==> src/pkg/ctu_pkg.sv <==
// constants and types for the control transfer unit
package ctu_pkg;

  // --------------------------------------------------------------
  // transfer operations
  // --------------------------------------------------------------
  typedef enum logic [3:0] {
    CTU_OP_NONE,
    CTU_OP_JMP_REL,
    CTU_OP_JMP_REG,
    CTU_OP_JMP_MEM,
    CTU_OP_JMP_FAR_DIR,
    CTU_OP_JMP_FAR_MEM,
    CTU_OP_CALL_REL,
    CTU_OP_CALL_REG,
    CTU_OP_CALL_MEM,
    CTU_OP_CALL_FAR_DIR,
    CTU_OP_CALL_FAR_MEM,
    CTU_OP_RET_NEAR,
    CTU_OP_RET_FAR,
    CTU_OP_INTERRUPT_RETURN
  } ctu_op_t;

  // --------------------------------------------------------------
  // descriptor kinds named by a far selector
  // --------------------------------------------------------------
  typedef enum logic [1:0] {
    CTU_DESC_CODE,
    CTU_DESC_CALL_GATE,
    CTU_DESC_TASK_GATE,
    CTU_DESC_TSS
  } ctu_desc_t;

  // --------------------------------------------------------------
  // register map (word index; byte address = index * 4)
  // --------------------------------------------------------------
  localparam logic [3:0] CTU_IDX_CTRL = 4'h0;
  localparam logic [3:0] CTU_IDX_OP = 4'h1;
  localparam logic [3:0] CTU_IDX_DISP = 4'h2;
  localparam logic [3:0] CTU_IDX_FAR = 4'h3;
  localparam logic [3:0] CTU_IDX_REGVAL = 4'h4;
  localparam logic [3:0] CTU_IDX_MEMADDR = 4'h5;
  localparam logic [3:0] CTU_IDX_GATE = 4'h6;
  localparam logic [3:0] CTU_IDX_TASK = 4'h7;
  localparam logic [3:0] CTU_IDX_IPCS = 4'h8;
  localparam logic [3:0] CTU_IDX_SP = 4'h9;
  localparam logic [3:0] CTU_IDX_STATUS = 4'hA;
  localparam logic [3:0] CTU_IDX_LINK = 4'hB;

  // --------------------------------------------------------------
  // field positions
  // --------------------------------------------------------------
  localparam int CTU_CTRL_GO_BIT = 0;
  localparam int CTU_CTRL_PMODE_BIT = 1;
  localparam int CTU_CTRL_NT_BIT = 2;
  localparam int CTU_OP_DISP8_BIT = 4;
  localparam int CTU_OP_DESC_LSB = 8;
  localparam int CTU_OP_SAMEPL_BIT = 10;
  localparam int CTU_ST_BUSY_BIT = 0;
  localparam int CTU_ST_FAULT_BIT = 1;
  localparam int CTU_ST_TSW_BIT = 2;

  // --------------------------------------------------------------
  // reset values and stack word step
  // --------------------------------------------------------------
  localparam logic [15:0] CTU_RST_IP = 16'h0000;
  localparam logic [15:0] CTU_RST_CS = 16'h0000;
  localparam logic [15:0] CTU_RST_SP = 16'h0000;
  localparam logic [15:0] CTU_WORD_STEP = 16'h0002;
  localparam logic [31:0] CTU_UNMAPPED = 32'h0000_0000;

endpackage : ctu_pkg

==> src/rtl/ctu_core.sv <==
// control transfer unit: jumps, calls and returns with stack access
`timescale 1ns/1ps
`default_nettype none

// What this block does
// jump writes no stack, keeps no return
// near displacement: 16 bits or sign-extended 8
// near target: displacement plus next pointer
// register jump copies register to pointer
// memory jump reads indexed word pointer
// direct far: selector to segment, offset to pointer
// indirect far: low word offset, next selector
// call gate replaces supplied target
// far jump only to same privilege
// gates and task segments only in protected mode
// indirect far may name task gate or segment
// call pushes return pointer, far also segment
// task call links old task, sets nested flag
// return pops pointer, far return also segment
// return constant added to stack after pops
// software gives even return constant
// nested interrupt return goes to linked task
// far call pushes segment before pointer
module ctu_core (
  // clock and reset
  input wire logic sys_clk_i,
  input wire logic nrst_i,
  // avalon-mm register slave
  input wire logic [3:0] avs_address_i,
  input wire logic avs_read_i,
  input wire logic avs_write_i,
  input wire logic [31:0] avs_writedata_i,
  output logic [31:0] avs_readdata_o,
  output logic avs_waitrequest_o,
  // memory master, one word per access
  output logic [15:0] mem_addr_o,
  output logic [15:0] mem_wdata_o,
  output logic mem_rd_o,
  output logic mem_wr_o,
  input wire logic [15:0] mem_rdata_i,
  input wire logic mem_ack_i,
  // resulting program state
  output logic [15:0] instruction_pointer_o,
  output logic [15:0] code_seg_o,
  output logic [15:0] stack_top_pointer_o,
  output logic nested_task_flag_o,
  output logic busy_o
);

  typedef enum logic [2:0] {
    CTU_S_IDLE,
    CTU_S_RD0,
    CTU_S_RD1,
    CTU_S_PUSH0,
    CTU_S_PUSH1,
    CTU_S_POP0,
    CTU_S_POP1,
    CTU_S_LINK
  } ctu_state_t;

  // --------------------------------------------------------------
  // registers
  // --------------------------------------------------------------
  ctu_state_t state_reg;
  logic go_reg;
  logic pmode_reg;
  logic nt_reg;
  logic [15:0] op_reg;
  logic [15:0] disp_reg;
  logic [31:0] far_reg;
  logic [15:0] regval_reg;
  logic [15:0] memaddr_reg;
  logic [31:0] gate_reg;
  logic [31:0] task_reg;
  logic [15:0] ip_reg;
  logic [15:0] cs_reg;
  logic [15:0] sp_reg;
  logic fault_reg;
  logic tsw_reg;
  logic [15:0] link_reg;
  logic [15:0] imm_reg;
  logic [15:0] new_ip_reg;
  logic [15:0] new_cs_reg;
  logic [31:0] rdata_reg;
  logic wait_reg;

  ctu_pkg::ctu_op_t op_code;
  ctu_pkg::ctu_desc_t desc;
  logic is_far_mem;
  logic is_call;
  logic is_far;
  logic [15:0] disp_ext;

  // sign-extend a byte
  function automatic logic [15:0] ctu_sext8(input logic [7:0] v);
    ctu_sext8 = {{8{v[7]}}, v};
  endfunction : ctu_sext8

  // --------------------------------------------------------------
  // decode
  // --------------------------------------------------------------
  assign op_code = ctu_pkg::ctu_op_t'(op_reg[3:0]);
  assign desc = ctu_pkg::ctu_desc_t'(
    op_reg[ctu_pkg::CTU_OP_DESC_LSB +: 2]);
  assign is_far_mem = (op_code == ctu_pkg::CTU_OP_JMP_FAR_MEM) ||
                      (op_code == ctu_pkg::CTU_OP_CALL_FAR_MEM);
  assign is_far = is_far_mem || (op_code == ctu_pkg::CTU_OP_JMP_FAR_DIR) ||
                  (op_code == ctu_pkg::CTU_OP_CALL_FAR_DIR);
  assign is_call = op_code inside {[ctu_pkg::CTU_OP_CALL_REL :
                                    ctu_pkg::CTU_OP_CALL_FAR_MEM]};
  // displacement width
  assign disp_ext = op_reg[ctu_pkg::CTU_OP_DISP8_BIT] ?
                    ctu_sext8(disp_reg[7:0]) : disp_reg;

  // --------------------------------------------------------------
  // avalon slave: one wait cycle, then answer
  // --------------------------------------------------------------
  always_ff @(posedge sys_clk_i or negedge nrst_i)
  begin
    if (!nrst_i)
      wait_reg <= 1'b1;
    else if ((avs_read_i || avs_write_i) && wait_reg)
      wait_reg <= 1'b0;
    else
      wait_reg <= 1'b1;
  end

  always_ff @(posedge sys_clk_i or negedge nrst_i)
  begin
    if (!nrst_i)
      rdata_reg <= ctu_pkg::CTU_UNMAPPED;
    else if (avs_read_i && wait_reg)
    begin
      unique case (avs_address_i)
        ctu_pkg::CTU_IDX_CTRL:
          rdata_reg <= {29'h0000_0000, nt_reg, pmode_reg, go_reg};
        ctu_pkg::CTU_IDX_OP: rdata_reg <= 32'(op_reg);
        ctu_pkg::CTU_IDX_DISP: rdata_reg <= 32'(disp_reg);
        ctu_pkg::CTU_IDX_FAR: rdata_reg <= far_reg;
        ctu_pkg::CTU_IDX_REGVAL: rdata_reg <= 32'(regval_reg);
        ctu_pkg::CTU_IDX_MEMADDR: rdata_reg <= 32'(memaddr_reg);
        ctu_pkg::CTU_IDX_GATE: rdata_reg <= gate_reg;
        ctu_pkg::CTU_IDX_TASK: rdata_reg <= task_reg;
        ctu_pkg::CTU_IDX_IPCS: rdata_reg <= {cs_reg, ip_reg};
        ctu_pkg::CTU_IDX_SP: rdata_reg <= {imm_reg, sp_reg};
        ctu_pkg::CTU_IDX_STATUS:
          rdata_reg <= {29'h0000_0000, tsw_reg, fault_reg,
                        state_reg != CTU_S_IDLE};
        ctu_pkg::CTU_IDX_LINK: rdata_reg <= 32'(link_reg);
        default: rdata_reg <= ctu_pkg::CTU_UNMAPPED;
      endcase
    end
  end

  assign avs_readdata_o = rdata_reg;
  assign avs_waitrequest_o = wait_reg;

  // configuration written by software, ignored while busy
  always_ff @(posedge sys_clk_i or negedge nrst_i)
  begin
    if (!nrst_i)
    begin
      op_reg <= 16'h0000;
      disp_reg <= 16'h0000;
      far_reg <= 32'h0000_0000;
      regval_reg <= 16'h0000;
      memaddr_reg <= 16'h0000;
      gate_reg <= 32'h0000_0000;
      task_reg <= 32'h0000_0000;
      pmode_reg <= 1'b0;
      imm_reg <= 16'h0000;
    end
    else if (avs_write_i && !wait_reg && state_reg == CTU_S_IDLE)
    begin
      unique case (avs_address_i)
        ctu_pkg::CTU_IDX_CTRL:
          pmode_reg <= avs_writedata_i[ctu_pkg::CTU_CTRL_PMODE_BIT];
        ctu_pkg::CTU_IDX_OP: op_reg <= avs_writedata_i[15:0];
        ctu_pkg::CTU_IDX_DISP: disp_reg <= avs_writedata_i[15:0];
        ctu_pkg::CTU_IDX_FAR: far_reg <= avs_writedata_i;
        ctu_pkg::CTU_IDX_REGVAL: regval_reg <= avs_writedata_i[15:0];
        ctu_pkg::CTU_IDX_MEMADDR: memaddr_reg <= avs_writedata_i[15:0];
        ctu_pkg::CTU_IDX_GATE: gate_reg <= avs_writedata_i;
        ctu_pkg::CTU_IDX_TASK: task_reg <= avs_writedata_i;
        ctu_pkg::CTU_IDX_SP: imm_reg <= avs_writedata_i[31:16];
        default: imm_reg <= imm_reg;
      endcase
    end
  end

  // go is a one-cycle start pulse
  always_ff @(posedge sys_clk_i or negedge nrst_i)
  begin
    if (!nrst_i)
      go_reg <= 1'b0;
    else
      go_reg <= avs_write_i && !wait_reg && state_reg == CTU_S_IDLE &&
                avs_address_i == ctu_pkg::CTU_IDX_CTRL &&
                avs_writedata_i[ctu_pkg::CTU_CTRL_GO_BIT];
  end

  // --------------------------------------------------------------
  // transfer sequencer
  // --------------------------------------------------------------
  always_ff @(posedge sys_clk_i or negedge nrst_i)
  begin
    if (!nrst_i)
    begin
      state_reg <= CTU_S_IDLE;
      ip_reg <= ctu_pkg::CTU_RST_IP;
      cs_reg <= ctu_pkg::CTU_RST_CS;
      sp_reg <= ctu_pkg::CTU_RST_SP;
      nt_reg <= 1'b0;
      fault_reg <= 1'b0;
      tsw_reg <= 1'b0;
      link_reg <= 16'h0000;
      new_ip_reg <= 16'h0000;
      new_cs_reg <= 16'h0000;
      mem_addr_o <= 16'h0000;
      mem_wdata_o <= 16'h0000;
      mem_rd_o <= 1'b0;
      mem_wr_o <= 1'b0;
    end
    else
    begin
      unique case (state_reg)
        CTU_S_IDLE:
        begin
          if (go_reg)
          begin
            fault_reg <= 1'b0;
            tsw_reg <= 1'b0;
            new_cs_reg <= cs_reg;
            unique case (op_code)
              // relative target, push only for call
              ctu_pkg::CTU_OP_JMP_REL, ctu_pkg::CTU_OP_CALL_REL:
              begin
                new_ip_reg <= ip_reg + disp_ext;
                state_reg <= is_call ? CTU_S_PUSH1 : CTU_S_LINK;
              end
              // register target
              ctu_pkg::CTU_OP_JMP_REG, ctu_pkg::CTU_OP_CALL_REG:
              begin
                new_ip_reg <= regval_reg;
                state_reg <= is_call ? CTU_S_PUSH1 : CTU_S_LINK;
              end
              // indexed word pointer fetch
              ctu_pkg::CTU_OP_JMP_MEM, ctu_pkg::CTU_OP_CALL_MEM,
              ctu_pkg::CTU_OP_JMP_FAR_MEM, ctu_pkg::CTU_OP_CALL_FAR_MEM:
              begin
                mem_addr_o <= memaddr_reg;
                mem_rd_o <= 1'b1;
                state_reg <= CTU_S_RD0;
              end
              // far pointer from instruction
              ctu_pkg::CTU_OP_JMP_FAR_DIR, ctu_pkg::CTU_OP_CALL_FAR_DIR:
              begin
                new_ip_reg <= far_reg[15:0];
                new_cs_reg <= far_reg[31:16];
                state_reg <= CTU_S_RD1;
              end
              // pop pointer, or back to linked task
              ctu_pkg::CTU_OP_RET_NEAR, ctu_pkg::CTU_OP_RET_FAR,
              ctu_pkg::CTU_OP_INTERRUPT_RETURN:
                if (op_code == ctu_pkg::CTU_OP_INTERRUPT_RETURN && nt_reg)
                begin
                  new_ip_reg <= ip_reg;
                  new_cs_reg <= link_reg;
                  nt_reg <= 1'b0;
                  tsw_reg <= 1'b1;
                  state_reg <= CTU_S_LINK;
                end
                else
                begin
                  mem_addr_o <= sp_reg;
                  mem_rd_o <= 1'b1;
                  state_reg <= CTU_S_POP0;
                end
              default: fault_reg <= 1'b0;
            endcase
          end
        end
        // lower word is offset
        CTU_S_RD0:
          if (mem_ack_i)
          begin
            new_ip_reg <= mem_rdata_i;
            mem_addr_o <= mem_addr_o + ctu_pkg::CTU_WORD_STEP;
            if (is_far_mem)
              state_reg <= CTU_S_RD1;
            else
            begin
              mem_rd_o <= 1'b0;
              if (is_call)
                state_reg <= CTU_S_PUSH1;
              else
              begin
                ip_reg <= mem_rdata_i;
                state_reg <= CTU_S_IDLE;
              end
            end
          end
        // far target resolution
        CTU_S_RD1:
          if (mem_ack_i || !is_far_mem)
          begin
            mem_rd_o <= 1'b0;
            if (is_far_mem)
              new_cs_reg <= mem_rdata_i;
            // gates and task segments need protected mode
            if (desc != ctu_pkg::CTU_DESC_CODE && !pmode_reg)
            begin
              fault_reg <= 1'b1;
              state_reg <= CTU_S_IDLE;
            end
            // call gate supplies segment and pointer
            else if (desc == ctu_pkg::CTU_DESC_CALL_GATE)
            begin
              new_ip_reg <= gate_reg[15:0];
              new_cs_reg <= gate_reg[31:16];
              state_reg <= is_call ? CTU_S_PUSH0 : CTU_S_LINK;
            end
            // task gate or task segment
            else if (desc != ctu_pkg::CTU_DESC_CODE)
            begin
              new_ip_reg <= task_reg[15:0];
              new_cs_reg <= task_reg[31:16];
              tsw_reg <= 1'b1;
              state_reg <= CTU_S_LINK;
            end
            // same privilege level only
            else if (!op_reg[ctu_pkg::CTU_OP_SAMEPL_BIT])
            begin
              fault_reg <= 1'b1;
              state_reg <= CTU_S_IDLE;
            end
            else
              state_reg <= is_call ? CTU_S_PUSH0 : CTU_S_LINK;
          end
        // segment pushed first, then pointer
        CTU_S_PUSH0, CTU_S_PUSH1:
          if (!mem_wr_o)
          begin
            mem_addr_o <= sp_reg - ctu_pkg::CTU_WORD_STEP;
            mem_wdata_o <= (state_reg == CTU_S_PUSH0) ? cs_reg : ip_reg;
            mem_wr_o <= 1'b1;
          end
          else if (mem_ack_i)
          begin
            mem_wr_o <= 1'b0;
            sp_reg <= sp_reg - ctu_pkg::CTU_WORD_STEP;
            if (state_reg == CTU_S_PUSH0)
              state_reg <= CTU_S_PUSH1;
            else
            begin
              ip_reg <= new_ip_reg;
              cs_reg <= new_cs_reg;
              state_reg <= CTU_S_IDLE;
            end
          end
        // pointer popped
        CTU_S_POP0:
          if (mem_ack_i)
          begin
            ip_reg <= mem_rdata_i;
            mem_addr_o <= sp_reg + ctu_pkg::CTU_WORD_STEP;
            if (op_code == ctu_pkg::CTU_OP_RET_NEAR)
            begin
              mem_rd_o <= 1'b0;
              // release caller arguments
              sp_reg <= sp_reg + ctu_pkg::CTU_WORD_STEP + imm_reg;
              state_reg <= CTU_S_IDLE;
            end
            else
              state_reg <= CTU_S_POP1;
          end
        // segment popped second
        CTU_S_POP1:
          if (mem_ack_i)
          begin
            mem_rd_o <= 1'b0;
            cs_reg <= mem_rdata_i;
            // constant added after the pops
            sp_reg <= sp_reg + ctu_pkg::CTU_WORD_STEP +
                      ctu_pkg::CTU_WORD_STEP +
                      ((op_code == ctu_pkg::CTU_OP_RET_FAR) ?
                       imm_reg : 16'h0000);
            state_reg <= CTU_S_IDLE;
          end
        // commit target; task call links tasks
        CTU_S_LINK:
        begin
          ip_reg <= new_ip_reg;
          cs_reg <= new_cs_reg;
          // link outgoing task, set nested flag
          if (tsw_reg && is_call)
          begin
            link_reg <= cs_reg;
            nt_reg <= 1'b1;
          end
          state_reg <= CTU_S_IDLE;
        end
        default: state_reg <= CTU_S_IDLE;
      endcase
    end
  end

  assign instruction_pointer_o = ip_reg;
  assign code_seg_o = cs_reg;
  assign stack_top_pointer_o = sp_reg;
  assign nested_task_flag_o = nt_reg;
  assign busy_o = state_reg != CTU_S_IDLE;

endmodule : ctu_core

`default_nettype wire

==> config.mk <==
export PLATFORM = sky130hd
export DESIGN_NAME = ctu_core
export DESIGN_NICKNAME = d
export VERILOG_FILES = /design/src/pkg/ctu_pkg.sv /design/src/rtl/ctu_core.sv
export SDC_FILE = /design/constraint.sdc
export NUM_CORES = 1
export LEC_CHECK = 0
export BUFFER_PORTS_ARGS = -buffer_cell sky130_fd_sc_hd__buf_2
export CAP_MARGIN = 30
export CORE_ASPECT_RATIO = 0.8
export CORE_MARGIN = 1
export CORE_UTILIZATION = 40
export DETAILED_ROUTE_END_ITERATION = 10
export GPL_TIMING_DRIVEN = 0
export PLACE_DENSITY = 0.65
export RECOVER_POWER = 100
export SLEW_MARGIN = 40
export SYNTH_ARGS = -nofsm -noshare
export SYNTH_HDL_FRONTEND = slang
export SYNTH_SLANG_ARGS = --single-unit
==> constraint.sdc <==
create_clock -name sys_clk_i -period 4.3 [get_ports sys_clk_i]
set_input_delay 0.86 -clock sys_clk_i [delete_from_list [all_inputs] [get_ports sys_clk_i]]
set_output_delay 0.86 -clock sys_clk_i [all_outputs]
set_load 0.02 [all_outputs]
==> parameters.txt <==
Parameter                              Value

Drt
  Count of nets left with antenna violations after detail routing ... 0
  Wire length on met1 ... around 40 mm
  DRC violations left ... 0
  Average wire length per cell after detail routing ... between 30 and 40 um
  Number of iterations in the first detailed-routing pass ... 9
  Uppermost layer routed ... met5
  Detailed-route vias per instance ... roughly 6.5
  Total number of vias ... 19891
  Initial DRC Count ... ~3000
  Wire length on met2 ... roughly 38 mm
  Routed wire length ... about 94 mm
  Detail Route met3 WL ... around 11 mm

Yosys
  Post-synthesis cell count ... 2111
  Area leader, netlist ... sky130_fd_sc_hd__dfrtp_1
  Compound-Gate Fraction of Synth Area ... a little over a fifth
  Post-Synthesis Net Count ... around 2200
  Fraction of post-synthesis cell area in the top cell type by area ... 41.6%
  Number of distinct standard cells referenced by the synthesized netlist ... between 70 and 80
  Area share of and/or/nand/nor cells after synthesis ... approximately 11%
  Post-synthesis xor/xnor area fraction ... 2.78%
  Main combinational cell family by area after synthesis ... compound AO/OA/AOI/OAI gates
  Flip-flop cell with the highest count after synthesis ... sky130_fd_sc_hd__dfrtp_1
  Leading cell types by total area after synthesis ... sky130_fd_sc_hd__dfrtp_1 42%, sky130_fd_sc_hd__mux2_2 11%, sky130_fd_sc_hd__ha_1 4.0%, sky130_fd_sc_hd__mux2i_1 3.7%, sky130_fd_sc_hd__o21ai_0 3.5%
  Post-synthesis async set-or-reset flop share ... 100%
  Sequential-to-total area share from yosys stat ... a little over two fifths
  Count of state elements after synthesis ... about 350
  Arithmetic-cell share of the synthesized area counting full adders, half adders and majority gates ... around 4.4%
  Mean area per synthesized cell ... around 9.9 um^2
  Netlist area before placement ... 0.0208 mm^2
  Post-synth EDFFs ... 0
  Share of synthesized area spent on multiplexers ... between 10% and 20%
  Number of warnings reported in the yosys synthesis log ... 0

Die
  Die X-Extent ... between 200 and 300 um
  Floorplan row count ... 74
  Core ar. ... 0.0512 mm^2
  Die height ... roughly 200 um
  Initial core utilization ... 40.7%
  Full die area ... around 0.053 mm^2
  Top-level port count ... 174

Worst setup path
  Arrival time at the worst endpoint ... around 4700 ps
  Path type of the worst setup path ... flip-flop to flip-flop
  CP most frequent cell ... sky130_fd_sc_hd__ha_1
  Register-to-register setup slack ... ~110 ps
  Slowest stage cell on the critical path ... sky130_fd_sc_hd__dfrtp_1
  Top delay family on crit path ... simple AND/OR/NAND/NOR gates
  Setup crit end kind ... flip-flop
  Required time of the critical path ... 4790 ps
  Crit path launch type ... flip-flop
  Crit path buffers/inverters ... 1
  Crit-path max cell delay ... about 420 ps
  CP max FO ... 10
  Critical Path, Cell by Cell ... buf_2 -> nand3_1 -> nor2_2 -> nand4_1 -> xnor2_2 -> ha_1 -> ha_1 -> and2_1 -> a221o_1 -> a21o_1 -> or3_1 -> mux2i_1 -> a211oi_1 -> a31oi_1

Clock tree
  CTS clk-pin slew, worst paths ... approximately 60 ps
  CTS buffer count ... 39
  Number of levels the H-tree was split into ... 2
  CTS sink cnt ... roughly 350
  TritonCTS clock tree ... yes
  CTS root buf ... sky130_fd_sc_hd__clkbuf_16
  Hold buffer count at CTS ... 0
  Number of buffers on the longest clock path ... 3
  Clock latency at the later pin of the worst-skew pair ... 580 ps

Run
  Total of max-cap violations ... 2

Timing
  Unrepaired setup endpoints after global routing ... no
  Count of final max-slew check failures ... 101
  Final worst-path cycle share ... between 90% and 100%
  Least-Margin Pin Slew ... approximately 1900 ps
  Worst setup skew after layout ... 20.0 ps
  Count of final hold-check violations ... 0
  Min Tclk post-route ... 4190 ps
  # setup viols final ... 0
  Worst relative slew slack ... -25.9%
  Achievable clock frequency ... approximately 240 MHz

Power and ir drop
  Static Leak ... around 11 nW
  Total power density per cell area ... 727 mW/mm^2
  Worst ir drop on vdd ... about 0.28 mV
  Total power ... about 17 mW

Global routing
  Global-route congestion overflow total ... 0
  Antenna violations before repair ... 4
  Global-route total usage across every layer ... about a third
  Via count of the first global-routing pass ... about 19000
  First-pass GRT wire length ... approximately 130 mm
  Pin count of the biggest net entering global routing ... 77

Finish
  Fraction of layout instances using a drive strength above 1 ... between 10% and 20%
  Total Nets Final ... ~2500
  Final cell utilization of the core ... 46.9%
  Final Non-Filler Cells ... a little over 3000
  Area Growth Syn to Fin ... 15.3%

Placed design
  Number of instances in the placed design ... between 2000 and 3000
  Routability cong. ... about 1.0
  Detailed-placement wirelength estimate ... between 70 and 80 mm
  Buffers on Ports ... about 170

Status
  Violations in the final reports ... max-capacitance violations, max-slew violations
  Run status ... complete, but fails checks

Worst hold path
  Worst Hold Class ... primary input to flip-flop
metrics by stage:
step	worst slack, ps	instance area (um^2)	hold slack [ps]	setup TNS [ps]
2_1_floorplan	535	20800	465	0
3_3_place_gp	-4560	22500	461	-1560620
3_5_place_dp	-391	22700	469	-1530
4_1_cts	11.9	24100	146	0
5_1_grt	6.04	24000	469	0
6_report	105	24000	456	0
cells by family after synthesis:
| logic type | count (synthesis) |
|---|---|
| muxes | 278 |
| and+or+nand+nor | 515 |
| adders and majority gates | 71 |
| AOI/OAI and AO/OA | 647 |
| DFF | 347 |
| xor gates and xnor gates | 66 |
| buffers and inverters | 187 |
power breakdown:
part | switching, mW | internal (mW)
registers | 1.47 | 4.22
logic | 5.33 | 2.76
clock network | 1.51 | 2.18
layer usage:
layer	up-vias	global-route usage, %
met5	-	0
met4	6	15.1
met3	248	10.1
met2	1273	48.7
met1	9933	49.6
li1	8431	-
cell usage after synthesis (all sizes together), types with 39 or more instances:
library cell	number
mux2i	77
a22oi	81
nor2	158
nand2	170
inv	39
buf	42
ha	66
o21ai	147
a22o	57
a222oi	47
a21oi	115
clkbuf	104
dfrtp	346
mux2	200
worst paths after layout:
kind                                        start                        to  cells after the start
max                        stack_top_pointer_o[3]   stack_top_pointer_o[14]                     14
min reg2reg                        mem_wdata_o[6]            mem_wdata_o[6]                      2
max in group asynchronous                  nrst_i  instruction_pointer_o[1]                      4
min                                    avs_read_i         avs_waitrequest_o                      2
max reg2reg                stack_top_pointer_o[3]   stack_top_pointer_o[14]                     14
min in group asynchronous                  nrst_i   stack_top_pointer_o[14]                      1
placed cells by master, fill, tap and decap left out, types with 13 or more instances in the layout:
| cell type | instances |
|---|---|
| sky130_fd_sc_hd__nand4_1 | 22 |
| sky130_fd_sc_hd__nor2_1 | 155 |
| sky130_fd_sc_hd__dfrtp_1 | 344 |
| sky130_fd_sc_hd__a21oi_1 | 114 |
| sky130_fd_sc_hd__and2_1 | 18 |
| sky130_fd_sc_hd__xor2_1 | 29 |
| sky130_fd_sc_hd__nor2b_1 | 13 |
| sky130_fd_sc_hd__clkbuf_16 | 40 |
| sky130_fd_sc_hd__nand2b_1 | 20 |
| sky130_fd_sc_hd__a22oi_1 | 81 |
| sky130_fd_sc_hd__inv_1 | 38 |
| sky130_fd_sc_hd__buf_2 | 71 |
| sky130_fd_sc_hd__xnor2_1 | 33 |
| sky130_fd_sc_hd__o21ai_0 | 146 |
| sky130_fd_sc_hd__a222oi_1 | 47 |
| sky130_fd_sc_hd__nand2_1 | 169 |
| sky130_fd_sc_hd__clkbuf_1 | 231 |
| sky130_fd_sc_hd__mux2_2 | 200 |
| sky130_fd_sc_hd__o22ai_1 | 26 |
| sky130_fd_sc_hd__a221oi_1 | 34 |
| sky130_fd_sc_hd__nand3_1 | 36 |
| sky130_fd_sc_hd__ha_1 | 66 |
| sky130_fd_sc_hd__nor3_1 | 23 |
| sky130_fd_sc_hd__and3_1 | 14 |
| sky130_fd_sc_hd__mux2i_1 | 77 |
| sky130_fd_sc_hd__a31oi_1 | 16 |
| sky130_fd_sc_hd__a22o_1 | 57 |
| sky130_fd_sc_hd__a21o_1 | 26 |
worst reg2reg max path: cells and delay by family (launching register included):
family,cells,cell delay [ps]
simple gates,5,1340
compound gates,4,780
fa+ha+maj,2,640
flops,1,420
xor+xnor,1,410
buf+inv,1,360
mux,1,160
timing repair:
item                       in CTS  in global routing
pin swaps                       1                  2
setup endpoints to repair       7                  5
resized for setup               6                 16
setup buffers                   1                  2
final cells by class:
cell class | count | area [um^2]
fill | 4889 | 27200
multi-input combinational | 1577 | 11500
sequential | 347 | 8690
clock buffer | 49 | 1090
tap | 684 | 856
timing repair buffer | 181 | 830
buffer | 145 | 594
clock inverter | 19 | 287
inverter | 41 | 154
antenna | 4 | 10.0
No activity file was read; power rests on OpenSTA's default activity.
